## src/inc/ptm_pkg.sv

```systemverilog
package ptm_pkg;
    localparam logic [7:0] ADDR_CTRL0 = 8'h00;
    localparam logic [7:0] ADDR_CTRL1 = 8'h04;
    localparam logic [7:0] ADDR_CNT_LO = 8'h08;
    localparam logic [7:0] ADDR_CNT_HI = 8'h0C;
    localparam logic [7:0] ADDR_CMPA_LO = 8'h10;
    localparam logic [7:0] ADDR_CMPA_HI = 8'h14;
    localparam logic [7:0] ADDR_PER_LO = 8'h18;
    localparam logic [7:0] ADDR_PER_HI = 8'h1C;
    localparam logic [7:0] ADDR_FLAGS = 8'h20;
    localparam int RUN_BIT = 3;
    localparam int MODE_POS = 6;
    localparam int PIN_POS = 4;
    localparam int OLC_BIT = 3;
    localparam int INV_BIT = 2;
    localparam int CLR_BIT = 0;
    localparam int FLAG_A_BIT = 0;
    localparam int FLAG_P_BIT = 1;
    localparam logic [7:0] CTRL_RESET = 8'h00;
    localparam logic [15:0] CMP_RESET = 16'h0000;
    localparam logic [1:0] MODE_CMP = 2'h0;
    localparam logic [1:0] MODE_PWM = 2'h2;
    localparam logic [1:0] MODE_TC = 2'h3;
    localparam logic [1:0] PIN_LOW = 2'h1;
    localparam logic [1:0] PIN_HIGH = 2'h2;
    localparam logic [1:0] PIN_ACT = 2'h1;
    localparam logic [1:0] PIN_PWM = 2'h2;
    localparam logic [1:0] PIN_SPULSE = 2'h3;

    typedef struct packed {
        logic [1:0] mode;
        logic [1:0] pin_action;
        logic output_level_control;
        logic output_invert;
        logic reserved;
        logic clear_source_select;
    } ptm_ctrl1_t;
endpackage

```

## src/core/ptm_timer.sv

```systemverilog
`timescale 1ns/100ps
// What this block does
// - Mode field picks compare, counter, PWM; PWM with pin action 11 is pulse
// - Compare, clear-on-P: clear on P, both flags
// - Compare, clear-on-A: clear on A, no P
// - Compare-A zero: overflow at FFFF, no A flag
// - Compare pin changes only on compare-A match or run rise
// - Compare pin action zero leaves pin unchanged; in PWM it forces the idle level
// - Run rising edge loads initial pin level
// - Counter mode counts like compare, pin released
// - PWM clears on period, duty from A
// - Period value zero gives 65536 counts
// - Duty at or above period is full
// - PWM raises A and P flags
// - PWM polarity, pin action, invert shape output
// - Forced pin levels keep PWM counting
// - Pulse: run rise starts count, leading edge
// - Pulse: trigger pin edge sets run bit
// - Pulse ends on run clear or A match
// - Pulse: counter resets only on run rise
// - Compare values split into byte registers
// - Run rise zeroes counter, fall holds it
// - Compare match: 01 low, 10 high, 11 toggle
module ptm_timer (
    input wire logic pclk,
    input wire logic presetn,
    input wire logic psel,
    input wire logic penable,
    input wire logic pwrite,
    input wire logic [7:0] paddr,
    input wire logic [31:0] pwdata,
    output logic [31:0] prdata,
    output logic pready,
    output logic pslverr,
    input wire logic external_clock_trigger_pin,
    output logic timer_out,
    output logic timer_out_en_n
);
    logic [7:0] ctrl0_q;
    ptm_pkg::ptm_ctrl1_t ctrl1_q;
    logic [15:0] compare_a_value_q;
    logic [15:0] period_value_q;
    logic [15:0] count_q;
    logic match_a_flag_q;
    logic match_p_flag_q;
    logic pin_q;
    logic run_prev_q;
    logic trig_s1_q, trig_s2_q, trig_s3_q;
    logic counter_run;
    logic wr, rd, run_rise;
    logic pulse_mode, pwm_mode, cmp_like;
    logic match_a, match_p, clr_a, clr_p;
    logic [15:0] wbyte_ext;
    logic [15:0] a_tgt, p_tgt;
    logic [1:0] pin_act;

    assign wr = psel & penable & pwrite;
    assign rd = psel & penable & ~pwrite;
    assign counter_run = ctrl0_q[ptm_pkg::RUN_BIT];
    assign run_rise = counter_run & ~run_prev_q;
    assign pin_act = ctrl1_q.pin_action;
    assign cmp_like = (ctrl1_q.mode == ptm_pkg::MODE_CMP) ||
                      (ctrl1_q.mode == ptm_pkg::MODE_TC);
    assign pwm_mode = (ctrl1_q.mode == ptm_pkg::MODE_PWM) &&
                      (pin_act != ptm_pkg::PIN_SPULSE);
    assign pulse_mode = (ctrl1_q.mode == ptm_pkg::MODE_PWM) &&
                        (pin_act == ptm_pkg::PIN_SPULSE);
    assign wbyte_ext = {8'h00, pwdata[7:0]};

    // PWM compares one count early so period and duty are exact
    assign a_tgt = pwm_mode ? (compare_a_value_q - 16'h0001)
                            : compare_a_value_q;
    assign p_tgt = pwm_mode ? (period_value_q - 16'h0001)
                            : period_value_q;

    // Comparators only fire on a counting cycle
    assign match_a = counter_run && !run_rise &&
                     (compare_a_value_q != 16'h0000) &&
                     (count_q == a_tgt);
    assign match_p = counter_run && !run_rise &&
                     (count_q == p_tgt) &&
                     (pwm_mode || period_value_q != 16'h0000);
    assign clr_a = cmp_like && ctrl1_q.clear_source_select && match_a;
    assign clr_p = (pwm_mode || (cmp_like && !ctrl1_q.clear_source_select))
                   && match_p;

    // Trigger pin synchroniser
    always_ff @(posedge pclk or negedge presetn) begin
        if (!presetn) begin
            trig_s1_q <= 1'b0;
            trig_s2_q <= 1'b0;
            trig_s3_q <= 1'b0;
        end else begin
            trig_s1_q <= external_clock_trigger_pin;
            trig_s2_q <= trig_s1_q;
            trig_s3_q <= trig_s2_q;
        end
    end

    always_ff @(posedge pclk or negedge presetn) begin
        if (!presetn) begin
            run_prev_q <= 1'b0;
        end else begin
            run_prev_q <= counter_run;
        end
    end

    // Control register 0 with run bit
    always_ff @(posedge pclk or negedge presetn) begin
        if (!presetn) begin
            ctrl0_q <= ptm_pkg::CTRL_RESET;
        end else begin
            if (wr && paddr == ptm_pkg::ADDR_CTRL0) begin
                ctrl0_q <= {pwdata[7:3], 3'h0};
            end
            if (pulse_mode && trig_s2_q && !trig_s3_q) begin
                ctrl0_q[ptm_pkg::RUN_BIT] <= 1'b1;
            end else if (pulse_mode && match_a) begin
                ctrl0_q[ptm_pkg::RUN_BIT] <= 1'b0;
            end
        end
    end

    always_ff @(posedge pclk or negedge presetn) begin
        if (!presetn) begin
            ctrl1_q <= ptm_pkg::CTRL_RESET;
        end else if (wr && paddr == ptm_pkg::ADDR_CTRL1) begin
            ctrl1_q <= {pwdata[7:2], 1'b0, pwdata[0]};
        end
    end

    // Byte-split compare values
    always_ff @(posedge pclk or negedge presetn) begin
        if (!presetn) begin
            compare_a_value_q <= ptm_pkg::CMP_RESET;
            period_value_q <= ptm_pkg::CMP_RESET;
        end else if (wr) begin
            case (paddr)
                ptm_pkg::ADDR_CMPA_LO:
                    compare_a_value_q[7:0] <= wbyte_ext[7:0];
                ptm_pkg::ADDR_CMPA_HI:
                    compare_a_value_q[15:8] <= wbyte_ext[7:0];
                ptm_pkg::ADDR_PER_LO:
                    period_value_q[7:0] <= wbyte_ext[7:0];
                ptm_pkg::ADDR_PER_HI:
                    period_value_q[15:8] <= wbyte_ext[7:0];
                default: begin
                end
            endcase
        end
    end

    // Counter
    always_ff @(posedge pclk or negedge presetn) begin
        if (!presetn) begin
            count_q <= 16'h0000;
        end else if (run_rise) begin
            count_q <= 16'h0000;
        end else if (counter_run) begin
            if (!pulse_mode && (clr_a || clr_p)) begin
                count_q <= 16'h0000;
            end else begin
                count_q <= count_q + 16'h0001;
            end
        end
    end

    // Sticky flags, write one to clear, set wins
    always_ff @(posedge pclk or negedge presetn) begin
        if (!presetn) begin
            match_a_flag_q <= 1'b0;
            match_p_flag_q <= 1'b0;
        end else begin
            if (match_a) begin
                match_a_flag_q <= 1'b1;
            end else if (wr && paddr == ptm_pkg::ADDR_FLAGS &&
                         pwdata[ptm_pkg::FLAG_A_BIT]) begin
                match_a_flag_q <= 1'b0;
            end
            if (match_p && !pulse_mode &&
                !(cmp_like && ctrl1_q.clear_source_select)) begin
                match_p_flag_q <= 1'b1;
            end else if (wr && paddr == ptm_pkg::ADDR_FLAGS &&
                         pwdata[ptm_pkg::FLAG_P_BIT]) begin
                match_p_flag_q <= 1'b0;
            end
        end
    end

    // Output pin level before polarity
    always_ff @(posedge pclk or negedge presetn) begin
        if (!presetn) begin
            pin_q <= 1'b0;
        end else if (ctrl1_q.mode == ptm_pkg::MODE_CMP) begin
            if (run_rise) begin
                pin_q <= ctrl1_q.output_level_control;
            end else if (match_a) begin
                case (pin_act)
                    ptm_pkg::PIN_LOW: pin_q <= 1'b0;
                    ptm_pkg::PIN_HIGH: pin_q <= 1'b1;
                    ptm_pkg::PIN_SPULSE: pin_q <= ~pin_q;
                    default: pin_q <= pin_q;
                endcase
            end
        end else if (pwm_mode) begin
            case (pin_act)
                ptm_pkg::PIN_PWM: begin
                    if (run_rise || clr_p ||
                        (period_value_q == 16'h0000 && count_q == 16'hFFFF
                         && counter_run)) begin
                        pin_q <= (compare_a_value_q != 16'h0000) ?
                                 ctrl1_q.output_level_control :
                                 ~ctrl1_q.output_level_control;
                    end else if (match_a && (period_value_q == 16'h0000 ||
                                 compare_a_value_q < period_value_q)) begin
                        pin_q <= ~ctrl1_q.output_level_control;
                    end
                end
                ptm_pkg::PIN_ACT: pin_q <= ctrl1_q.output_level_control;
                default: pin_q <= ~ctrl1_q.output_level_control;
            endcase
        end else if (pulse_mode) begin
            if (run_rise) begin
                pin_q <= ctrl1_q.output_level_control;
            end else if (!counter_run) begin
                pin_q <= ~ctrl1_q.output_level_control;
            end
        end
    end

    // Pin driver registers
    always_ff @(posedge pclk or negedge presetn) begin
        if (!presetn) begin
            timer_out <= 1'b0;
            timer_out_en_n <= 1'b1;
        end else begin
            timer_out <= pin_q ^ ctrl1_q.output_invert;
            timer_out_en_n <= (ctrl1_q.mode == ptm_pkg::MODE_TC);
        end
    end

    // APB read path, zero wait states
    always_ff @(posedge pclk or negedge presetn) begin
        if (!presetn) begin
            prdata <= 32'h0000_0000;
        end else if (psel && !penable && !pwrite) begin
            case (paddr)
                ptm_pkg::ADDR_CTRL0: prdata <= {24'h0, ctrl0_q};
                ptm_pkg::ADDR_CTRL1: prdata <= {24'h0, ctrl1_q};
                ptm_pkg::ADDR_CNT_LO: prdata <= {24'h0, count_q[7:0]};
                ptm_pkg::ADDR_CNT_HI: prdata <= {24'h0, count_q[15:8]};
                ptm_pkg::ADDR_CMPA_LO:
                    prdata <= {24'h0, compare_a_value_q[7:0]};
                ptm_pkg::ADDR_CMPA_HI:
                    prdata <= {24'h0, compare_a_value_q[15:8]};
                ptm_pkg::ADDR_PER_LO: prdata <= {24'h0, period_value_q[7:0]};
                ptm_pkg::ADDR_PER_HI: prdata <= {24'h0, period_value_q[15:8]};
                ptm_pkg::ADDR_FLAGS:
                    prdata <= {30'h0, match_p_flag_q, match_a_flag_q};
                default: prdata <= 32'h0000_0000;
            endcase
        end
    end

    always_ff @(posedge pclk or negedge presetn) begin
        if (!presetn) begin
            pready <= 1'b0;
            pslverr <= 1'b0;
        end else begin
            pready <= psel && !penable;
            pslverr <= psel && !penable && (paddr > ptm_pkg::ADDR_FLAGS ||
                       paddr[1:0] != 2'h0);
        end
    end

    a_run_zero: assert property (@(posedge pclk) disable iff (!presetn)
        run_rise |=> count_q == 16'h0000)
        else $error("counter not zeroed on run rise");
    a_hold_stop: assert property (@(posedge pclk) disable iff (!presetn)
        !counter_run && !$past(counter_run) |=> $stable(count_q))
        else $error("counter moved while stopped");
    a_no_pflag: assert property (@(posedge pclk) disable iff (!presetn)
        cmp_like && ctrl1_q.clear_source_select && !match_p_flag_q
        |=> !match_p_flag_q || $past(wr))
        else $error("P flag raised with clear on A");
    a_aflag_set: assert property (@(posedge pclk) disable iff (!presetn)
        match_a |=> match_a_flag_q)
        else $error("A flag not set");
    a_pflag_set: assert property (@(posedge pclk) disable iff (!presetn)
        match_p && pwm_mode |=> match_p_flag_q)
        else $error("P flag not set in PWM");
    a_clr_p: assert property (@(posedge pclk) disable iff (!presetn)
        clr_p && !run_rise |=> count_q == 16'h0000)
        else $error("counter not cleared on P");
    a_init_lvl: assert property (@(posedge pclk) disable iff (!presetn)
        run_rise && ctrl1_q.mode == ptm_pkg::MODE_CMP
        |=> pin_q == $past(ctrl1_q.output_level_control))
        else $error("pin not at initial level");
    a_pulse_end: assert property (@(posedge pclk) disable iff (!presetn)
        pulse_mode && match_a && !(trig_s2_q && !trig_s3_q)
        |=> !counter_run)
        else $error("run bit not cleared by A match");
    a_tc_float: assert property (@(posedge pclk) disable iff (!presetn)
        ctrl1_q.mode == ptm_pkg::MODE_TC |=> timer_out_en_n)
        else $error("pin driven in counter mode");
    a_no_p_pin: assert property (@(posedge pclk) disable iff (!presetn)
        ctrl1_q.mode == ptm_pkg::MODE_CMP && !match_a && !run_rise
        |=> $stable(pin_q))
        else $error("pin changed without A match");
    a_ovf_wrap: assert property (
        @(posedge pclk) disable iff (!presetn) cmp_like && counter_run &&
        !run_rise && period_value_q == 16'h0000 && count_q == 16'hFFFF
        && !clr_a |=> count_q == 16'h0000) else $error("no wrap at top");
    a_pin_keep: assert property (
        @(posedge pclk) disable iff (!presetn) ctrl1_q.mode ==
        ptm_pkg::MODE_CMP && pin_act == 2'h0 && !run_rise |=> $stable(pin_q))
        else $error("pin moved with no action");
    a_pin_low: assert property (
        @(posedge pclk) disable iff (!presetn) ctrl1_q.mode ==
        ptm_pkg::MODE_CMP && match_a && pin_act == ptm_pkg::PIN_LOW
        |=> !pin_q) else $error("pin not driven low");
    a_pin_high: assert property (
        @(posedge pclk) disable iff (!presetn) ctrl1_q.mode ==
        ptm_pkg::MODE_CMP && match_a && pin_act == ptm_pkg::PIN_HIGH
        |=> pin_q) else $error("pin not driven high");
    a_pin_toggle: assert property (
        @(posedge pclk) disable iff (!presetn) ctrl1_q.mode ==
        ptm_pkg::MODE_CMP && match_a && pin_act == ptm_pkg::PIN_SPULSE
        |=> pin_q != $past(pin_q)) else $error("pin not toggled");
    a_pwm_wrap: assert property (
        @(posedge pclk) disable iff (!presetn) pwm_mode && counter_run &&
        !run_rise && period_value_q == 16'h0000 && count_q == 16'hFFFF
        |=> count_q == 16'h0000) else $error("PWM wrap wrong");
    a_full_duty: assert property (
        @(posedge pclk) disable iff (!presetn) pwm_mode && pin_act ==
        ptm_pkg::PIN_PWM && compare_a_value_q >= period_value_q &&
        period_value_q != 16'h0000 && pin_q == ctrl1_q.output_level_control
        |=> pin_q == $past(ctrl1_q.output_level_control))
        else $error("full duty lost");
    a_pwm_duty: assert property (
        @(posedge pclk) disable iff (!presetn) pwm_mode && pin_act ==
        ptm_pkg::PIN_PWM && match_a && !clr_p && period_value_q != 16'h0000
        && compare_a_value_q < period_value_q
        |=> pin_q == !$past(ctrl1_q.output_level_control))
        else $error("duty edge missing");
    a_force_act: assert property (
        @(posedge pclk) disable iff (!presetn) pwm_mode && pin_act ==
        ptm_pkg::PIN_ACT |=> pin_q == $past(ctrl1_q.output_level_control))
        else $error("forced active level wrong");
    a_force_idle: assert property (
        @(posedge pclk) disable iff (!presetn) pwm_mode && pin_act == 2'h0
        |=> pin_q == !$past(ctrl1_q.output_level_control))
        else $error("forced idle level wrong");
    a_force_count: assert property (
        @(posedge pclk) disable iff (!presetn) pwm_mode && pin_act !=
        ptm_pkg::PIN_PWM && counter_run && !run_rise && !clr_p
        |=> count_q == $past(count_q) + 16'h0001) else $error("PWM halted");
    a_pin_inv: assert property (
        @(posedge pclk) disable iff (!presetn) 1'b1
        |=> timer_out == $past(pin_q ^ ctrl1_q.output_invert))
        else $error("output polarity wrong");
    a_pulse_lead: assert property (
        @(posedge pclk) disable iff (!presetn) pulse_mode && run_rise
        |=> pin_q == $past(ctrl1_q.output_level_control))
        else $error("pulse leading edge missing");
    a_pulse_trig: assert property (
        @(posedge pclk) disable iff (!presetn) pulse_mode && trig_s2_q &&
        !trig_s3_q |=> counter_run) else $error("trigger did not start");
    a_pulse_count: assert property (
        @(posedge pclk) disable iff (!presetn) pulse_mode && counter_run &&
        !run_rise |=> count_q == $past(count_q) + 16'h0001)
        else $error("pulse counter cleared");
    a_byte_lo: assert property (
        @(posedge pclk) disable iff (!presetn) wr && paddr ==
        ptm_pkg::ADDR_CMPA_LO |=> compare_a_value_q[7:0] ==
        $past(pwdata[7:0])) else $error("low byte not stored");
    a_byte_hi: assert property (
        @(posedge pclk) disable iff (!presetn) wr && paddr ==
        ptm_pkg::ADDR_PER_HI |=> period_value_q[15:8] ==
        $past(pwdata[7:0])) else $error("high byte not stored");
    a_cmp_pflag: assert property (
        @(posedge pclk) disable iff (!presetn) cmp_like &&
        !ctrl1_q.clear_source_select && match_p |=> match_p_flag_q)
        else $error("P flag not set");

    c_cmp_match: cover property (@(posedge pclk) match_a && cmp_like);
    c_pwm_wrap: cover property (@(posedge pclk) clr_p && pwm_mode);
    c_pulse_trig: cover property (@(posedge pclk)
        pulse_mode && trig_s2_q && !trig_s3_q);
    c_pulse_done: cover property (@(posedge pclk)
        pulse_mode && match_a);
    c_full_duty: cover property (@(posedge pclk)
        pwm_mode && clr_p && compare_a_value_q >= period_value_q);
endmodule // ptm_timer

```

## config.mk

```make
export PLATFORM = sky130hd
export DESIGN_NAME = ptm_timer
export DESIGN_NICKNAME = d
export VERILOG_FILES = /design/src/inc/ptm_pkg.sv /design/src/core/ptm_timer.sv
export SDC_FILE = /design/constraint.sdc
export NUM_CORES = 1
export LEC_CHECK = 0
export BUFFER_PORTS_ARGS = -buffer_cell sky130_fd_sc_hd__buf_2
export CELL_PAD_IN_SITES_DETAIL_PLACEMENT = 1
export CELL_PAD_IN_SITES_GLOBAL_PLACEMENT = 1
export CORE_MARGIN = 4
export CORE_UTILIZATION = 48
export CTS_CLUSTER_DIAMETER = 120
export DETAILED_ROUTE_END_ITERATION = 12
export PLACE_DENSITY = 0.86
export SKIP_LAST_GASP = 1
export SLEW_MARGIN = 20
export SYNTH_ARGS = -nofsm -noshare
export SYNTH_HDL_FRONTEND = slang
export SYNTH_SLANG_ARGS = --single-unit
```

## constraint.sdc

```tcl
create_clock -name pclk -period 8.1 [get_ports pclk]
set_clock_uncertainty 0.1 [all_clocks]
set_input_delay 1.62 -clock pclk [delete_from_list [all_inputs] [get_ports pclk]]
set_output_delay 1.62 -clock pclk [all_outputs]
set_load 0.005 [all_outputs]
```

# Yosys cells after proc, flatten, opt, wreduce, memory -nomap -nowiden
# Index checks and enable logic that the tools add are counted.
# Widths: inputs -> output; s select.
[word_totals]
reg_bits = 103
in_bits = 46
out_inout_bits = 36
[classes]
n_addsub = 3
magnitude_cmp = 2
n_eq_ne = 21
n_mux = 25
bitwise = 7
reduce_logical = 59
[op_table]
columns = ["op", "n"]
rows = [
  ["$mux 16", 5],
  ["$pmux 8 s9", 1],
  ["$eq 16x16->1", 2],
  ["$eq 8x5->1 const B", 4],
  ["$reduce_bool 16->1", 2],
  ["$sub 16x1->16 const B", 2],
  ["$logic_and 1x1->1", 28],
  ["$add 16x1->16 const B", 1],
  ["$eq 16x16->1 const B", 1],
  ["$eq 8x4->1 const B", 2],
  ["$logic_not 16->1", 1],
  ["$lt 16x16->1", 1],
  ["$mux 1", 16],
  ["$eq 2x2->1 const B", 4],
  ["$eq 8x3->1 const B", 1],
  ["$eq 8x6->1 const B", 1],
  ["$gt 8x6->1 const B", 1],
  ["$logic_not 8->1", 1],
  ["$logic_or 1x1->1", 8],
  ["$reduce_and 2->1", 4],
  ["$reduce_bool 2->1", 4],
  ["$logic_not 1->1", 7],
  ["$reduce_bool 3->1", 2],
  ["$ne 5x3->1 const B", 1],
  ["13 further kinds", 17],
]

# Longest topological paths before layout
[logic_depth]
depth_word = 13
ltp_mapped = 14
ltp_nobuf = 10

# Least setup slack after synthesis
# Ideal clock, no wire load.
[synth_path]
path_type = "in2reg"
from = "input paddr[4]"
to = "register prdata[0]"
t_arrival_ps = 3541
required_ps = 7930
path_slack_ps = 4389
cell_stages = 5
path_buffers = 0
cell_sequence = "or4b_2 -> nor3_1 -> nor2_1 -> nor4_1 -> a22o_1"
[synth_between]
elab_chain_len = 2
elab_cells_between_ends = 10
classes_between = "8 x eq/ne; 1 x mux; 1 x reduce/logical"
[synth_lines]
columns = ["item", "line_no", "text"]
rows = [
  ["from (decl)", "ptm_timer.sv:30", "input wire logic [7:0] paddr,"],
  ["$eq 8x6->1, or another cell as far along", "ptm_timer.sv:247", "case (paddr)"],
  ["$pmux 8 s9 (*)", "ptm_timer.sv:247", ""],
  ["to (signal assigned)", "ptm_timer.sv:248", "ptm_pkg::ADDR_CTRL0: prdata <= {24'h0, ctrl0_q};"],
  ["to (signal assigned)", "ptm_timer.sv:249", "ptm_pkg::ADDR_CTRL1: prdata <= {24'h0, ctrl1_q};"],
  ["to (signal assigned)", "ptm_timer.sv:250", "ptm_pkg::ADDR_CNT_LO: prdata <= {24'h0, count_q[7:0]};"],
  ["to (decl)", "ptm_timer.sv:32", "output logic [31:0] prdata,"],
]
# Every way passes the cells marked *; elsewhere a longest branch is shown, timed or not.
# A chain may end at the register's enable or synchronous reset.

# Worst setup path after layout
[layout_path]
from = "register ctrl1_q[6] (netlist bit)"
to = "register count_q[5]"
[layout_between]
elab_chain_len = 12
elab_cells_between_ends = 25
classes_between = "4 x eq/ne; 5 x mux; 16 x reduce/logical"
[layout_lines]
columns = ["item", "line_no", "text"]
rows = [
  ["from (decl)", "ptm_timer.sv:40", "ptm_pkg::ptm_ctrl1_t ctrl1_q;"],
  ["from (signal assigned)", "ptm_timer.sv:126", "ctrl1_q <= ptm_pkg::CTRL_RESET;"],
  ["from (signal assigned)", "ptm_timer.sv:128", "ctrl1_q <= {pwdata[7:2], 1'b0, pwdata[0]};"],
  ["$eq 2x2->1", "ptm_timer.sv:64, ptm_timer.sv:66", ""],
  ["$logic_and 1x1->1", "ptm_timer.sv:64", "assign pwm_mode = (ctrl1_q.mode == ptm_pkg::MODE_PWM) &&"],
  ["$mux 16", "ptm_timer.sv:73", "assign p_tgt = pwm_mode ? (period_value_q - 16'h0001)"],
  ["$eq 16x16->1", "ptm_timer.sv:81", "(count_q == p_tgt) &&"],
  ["$logic_and 1x1->1", "ptm_timer.sv:80", "assign match_p = counter_run && !run_rise &&"],
  ["$logic_and 1x1->1", "ptm_timer.sv:81", ""],
  ["$logic_and 1x1->1", "ptm_timer.sv:85", "&& match_p;"],
  ["$logic_or 1x1->1", "ptm_timer.sv:160", "if (!pulse_mode && (clr_a || clr_p)) begin"],
  ["$logic_and 1x1->1 (*)", "ptm_timer.sv:160", ""],
  ["$mux 16 (*)", "ptm_timer.sv:160", ""],
  ["$mux 16 (*)", "ptm_timer.sv:159", "end else if (counter_run) begin"],
  ["$mux 16 (*)", "ptm_timer.sv:157", "end else if (run_rise) begin"],
  ["to (signal assigned)", "ptm_timer.sv:163", "count_q <= count_q + 16'h0001;"],
  ["to (decl)", "ptm_timer.sv:43", "logic [15:0] count_q;"],
]
# Every way passes the cells marked *; elsewhere a longest branch is shown, timed or not. The select of a mux whose other input is x is not followed.

==> results.toml <==
[status]
status = "complete, no violations"

[routing]
drt_drc_violations_left = 0
drt-pass1-iter-count = 5
wl_per_cell_um = 26.9
dr.first_iter.drc_count = 780
wl_um = 22700
antenna_left = 0
vias_per_cell = 6.90
route.vias.total = 5820

[floorplan]
core_area_um2 = 12200
rows = 40
boundaryPins = 82
start_util = 0.497
die_area_um2 = 14500
die_h_um = 120
die_x_um = 120

[timing]
timing.fmax_ghz = 0.233
whs_ns = 0.275
slew_viol_final = 0
min_period_ns = 4.28
finalSetupTns_ns = 0
post-route-period-util = 0.529
slew_headroom = 0.269
finalSetupViolCount = 0
worst_slew_pin_slew_ns = 1.09
rsz0062_at_grt = "false"
finalHoldViolations = 0

[clock_tree]
postCtsSetupBuffers = 0
cts_tree = "done"
insertion_delay_ns = 0.37
clk_pin_slew_ns = 0.08
clockBufferDepth = 2
htree_num_levels = 3
cts_inserted_buffers = 9
clock_tree.root_cell = "clkbuf_16"
cts.sinks = 79
ctsResizeCount = 0
cts_hold_buf = 0

[logic_synthesis]
synth_cells = 670
synth_cell_type_count = 77
synth_edf_count = 0
synthArstFlopShare = 1.00
synth_top_area_frac = 0.323
syn_area_um2 = 6050
yosys.area.top_type = "dfrtp_1"
synth.yosys.seq_area_share = 0.327
synth_top_flop_cell = "dfrtp_1"
yosysWarningCount = 0
synth_area_leaders = "dfrtp_1 (32%), mux2_2 (8.2%), ha_1 (5.2%)"
avgSynthCellArea_um2 = 9.02
ys_ff_latch = 79

[worst_setup_path]
path_class = "reg2reg"
worstSetupEndpointType = "flop"
worst_ep_arrival_time_ns = 4.42
cp_max_fo = 16
slowest_stage = "nor2b_1"
cp.required_ns = 8.24
start_kind = "flop"
cp_cell_sequence = "inv_1 -> ha_1 -> nor2b_1 -> buf_4 -> nand3_1 -> xnor2_1 -> a311oi_1 -> nor4_4 -> nand4_2 -> and4_1 -> a221o_1"
r2r_cells = 11
cpPeakStageDelay_ns = 0.54

[final_layout]
nFillCells = 1400
synthToLayoutAreaGrowth_pct = 6.75
nets = 742
mostFrequentLayoutCells = "dfrtp_1 (78), mux2_2 (44), inv_1 (41), nand2_1 (41), buf_2 (32)"
antennaDiodeCount = 0
post_route_cells_drive_above_1_share = 0.170
final_common_cell = "dfrtp_1"

[global_route]
antenna_found_initial = 0
grt_pass1_wl_um = 34600
grt_use_total = 0.314
grt_max_degree = 80
grt_pass1_vias = 5917
grt_overflow = 0

[placement]
portBuffers = 33
place.gp.congestion = 0.985
dp.final_hpwl_um = 16000

[power]
peakVddDrop_uv = 139
p_leak_nw = 2.95
p_per_area_nw_per_um2 = 181

[job]
drv_cap = 0

[worst_hold_path]
hp-class = "reg2reg"
hold_depth = 0
layer usage:
metal  share of wire  global-route usage  routed length, um
met5               0                   0                  0
met4           0.058               0.163               1310
met3           0.088              0.0641               2000
met2            0.47               0.516              10700
met1            0.38               0.392               8720
sequential cells by signal (all words and copies together), names as in the netlist, 2 cells and up:
register           count
ctrl1_q                5
pin_act                2
compare_a_value_q     16
count_q               16
period_value_q        16
prdata                 8
ctrl0_q                5
power by group:
| part | switching (mW) | leakage (nW) | internal [mW] |
|---|---|---|---|
| Clock | 0.192 | 0.136 | 0.213 |
| Combinational | 0.169 | 1.75 | 0.110 |
| Sequential | 0.0682 | 1.06 | 0.416 |
| Total | 0.429 | 2.95 | 0.739 |
Yosys cell counts (7+ instances only):
master	n
a22o_1	13
ha_1	25
nor4_1	13
a31oi_1	14
xnor2_1	19
nor2_1	25
buf_2	9
inv_1	41
nand2b_1	12
nand3_1	28
a221oi_1	8
dfrtp_1	78
a21o_1	7
buf_4	24
o22ai_1	7
and3_1	7
or3_1	8
a22oi_1	19
xor2_1	16
nand4_1	17
nor3_1	30
nand2_1	41
o21ai_0	19
and2_1	8
clkbuf_1	32
a21oi_1	13
mux2_2	44
logic make-up after synthesis:
kind of cell,count (synthesis),share of synthesized area
XOR/XNOR,35,0.0507
buffers and inverters,110,0.0863
adder cells (fa/ha/maj),25,0.0517
AND/OR/NAND/NOR,230,0.220
multiplexers,50,0.0919
flip-flops,79,0.327
other,1,0.000620
AO/OA/AOI/OAI,140,0.171
final cells by class:
| cell class | count | area (um2) | share of cell area |
|---|---|---|---|
| multi-input cells | 504 | 3640 | 0.564 |
| flip-flops and latches | 79 | 1980 | 0.307 |
| clock buffers | 10 | 229 | 0.0355 |
| well taps | 168 | 210 | 0.0326 |
| repair buffers | 35 | 186 | 0.0289 |
| inverters | 42 | 158 | 0.0244 |
| clock inverters | 6 | 53.8 | 0.00834 |
metrics by stage:
stage	power (mW)	util	worst slack, ns	area, um2	cells
floorplan	0.669	-	4.39	6130	693
global placement	0.735	0.507	3.90	6160	828
detailed placement	0.752	0.507	3.76	6160	828
CTS	1.16	0.530	3.88	6440	844
global route	1.21	0.531	3.60	6450	844
finish	1.17	0.531	3.82	6450	844
final timing paths:
| kind | start | endpoint | slack [ns] |
|---|---|---|---|
| worst max register to register | ctrl1_q[6] | count_q[5] | 3.82 |
| worst min-delay path | trig_s1_q | trig_s2_q | 0.27 |
| worst max-delay path | ctrl1_q[6] | count_q[5] | 3.82 |
| min in group asynchronous | presetn | count_q[3] | 1.19 |
| worst min register to register | trig_s1_q | trig_s2_q | 0.27 |
| max in group asynchronous | presetn | period_value_q[14] | 6.17 |
worst max-delay path: cells and delay by family, from the launching register on:
family	cells	cell delay, ns
XOR/XNOR	1	0.21
AO/OA/AOI/OAI	2	0.43
AND/OR/NAND/NOR	5	2.06
flip-flops	1	0.48
buffers and inverters	2	0.46
adder cells (fa/ha/maj)	1	0.41
(Power assumes the default switching activity.)
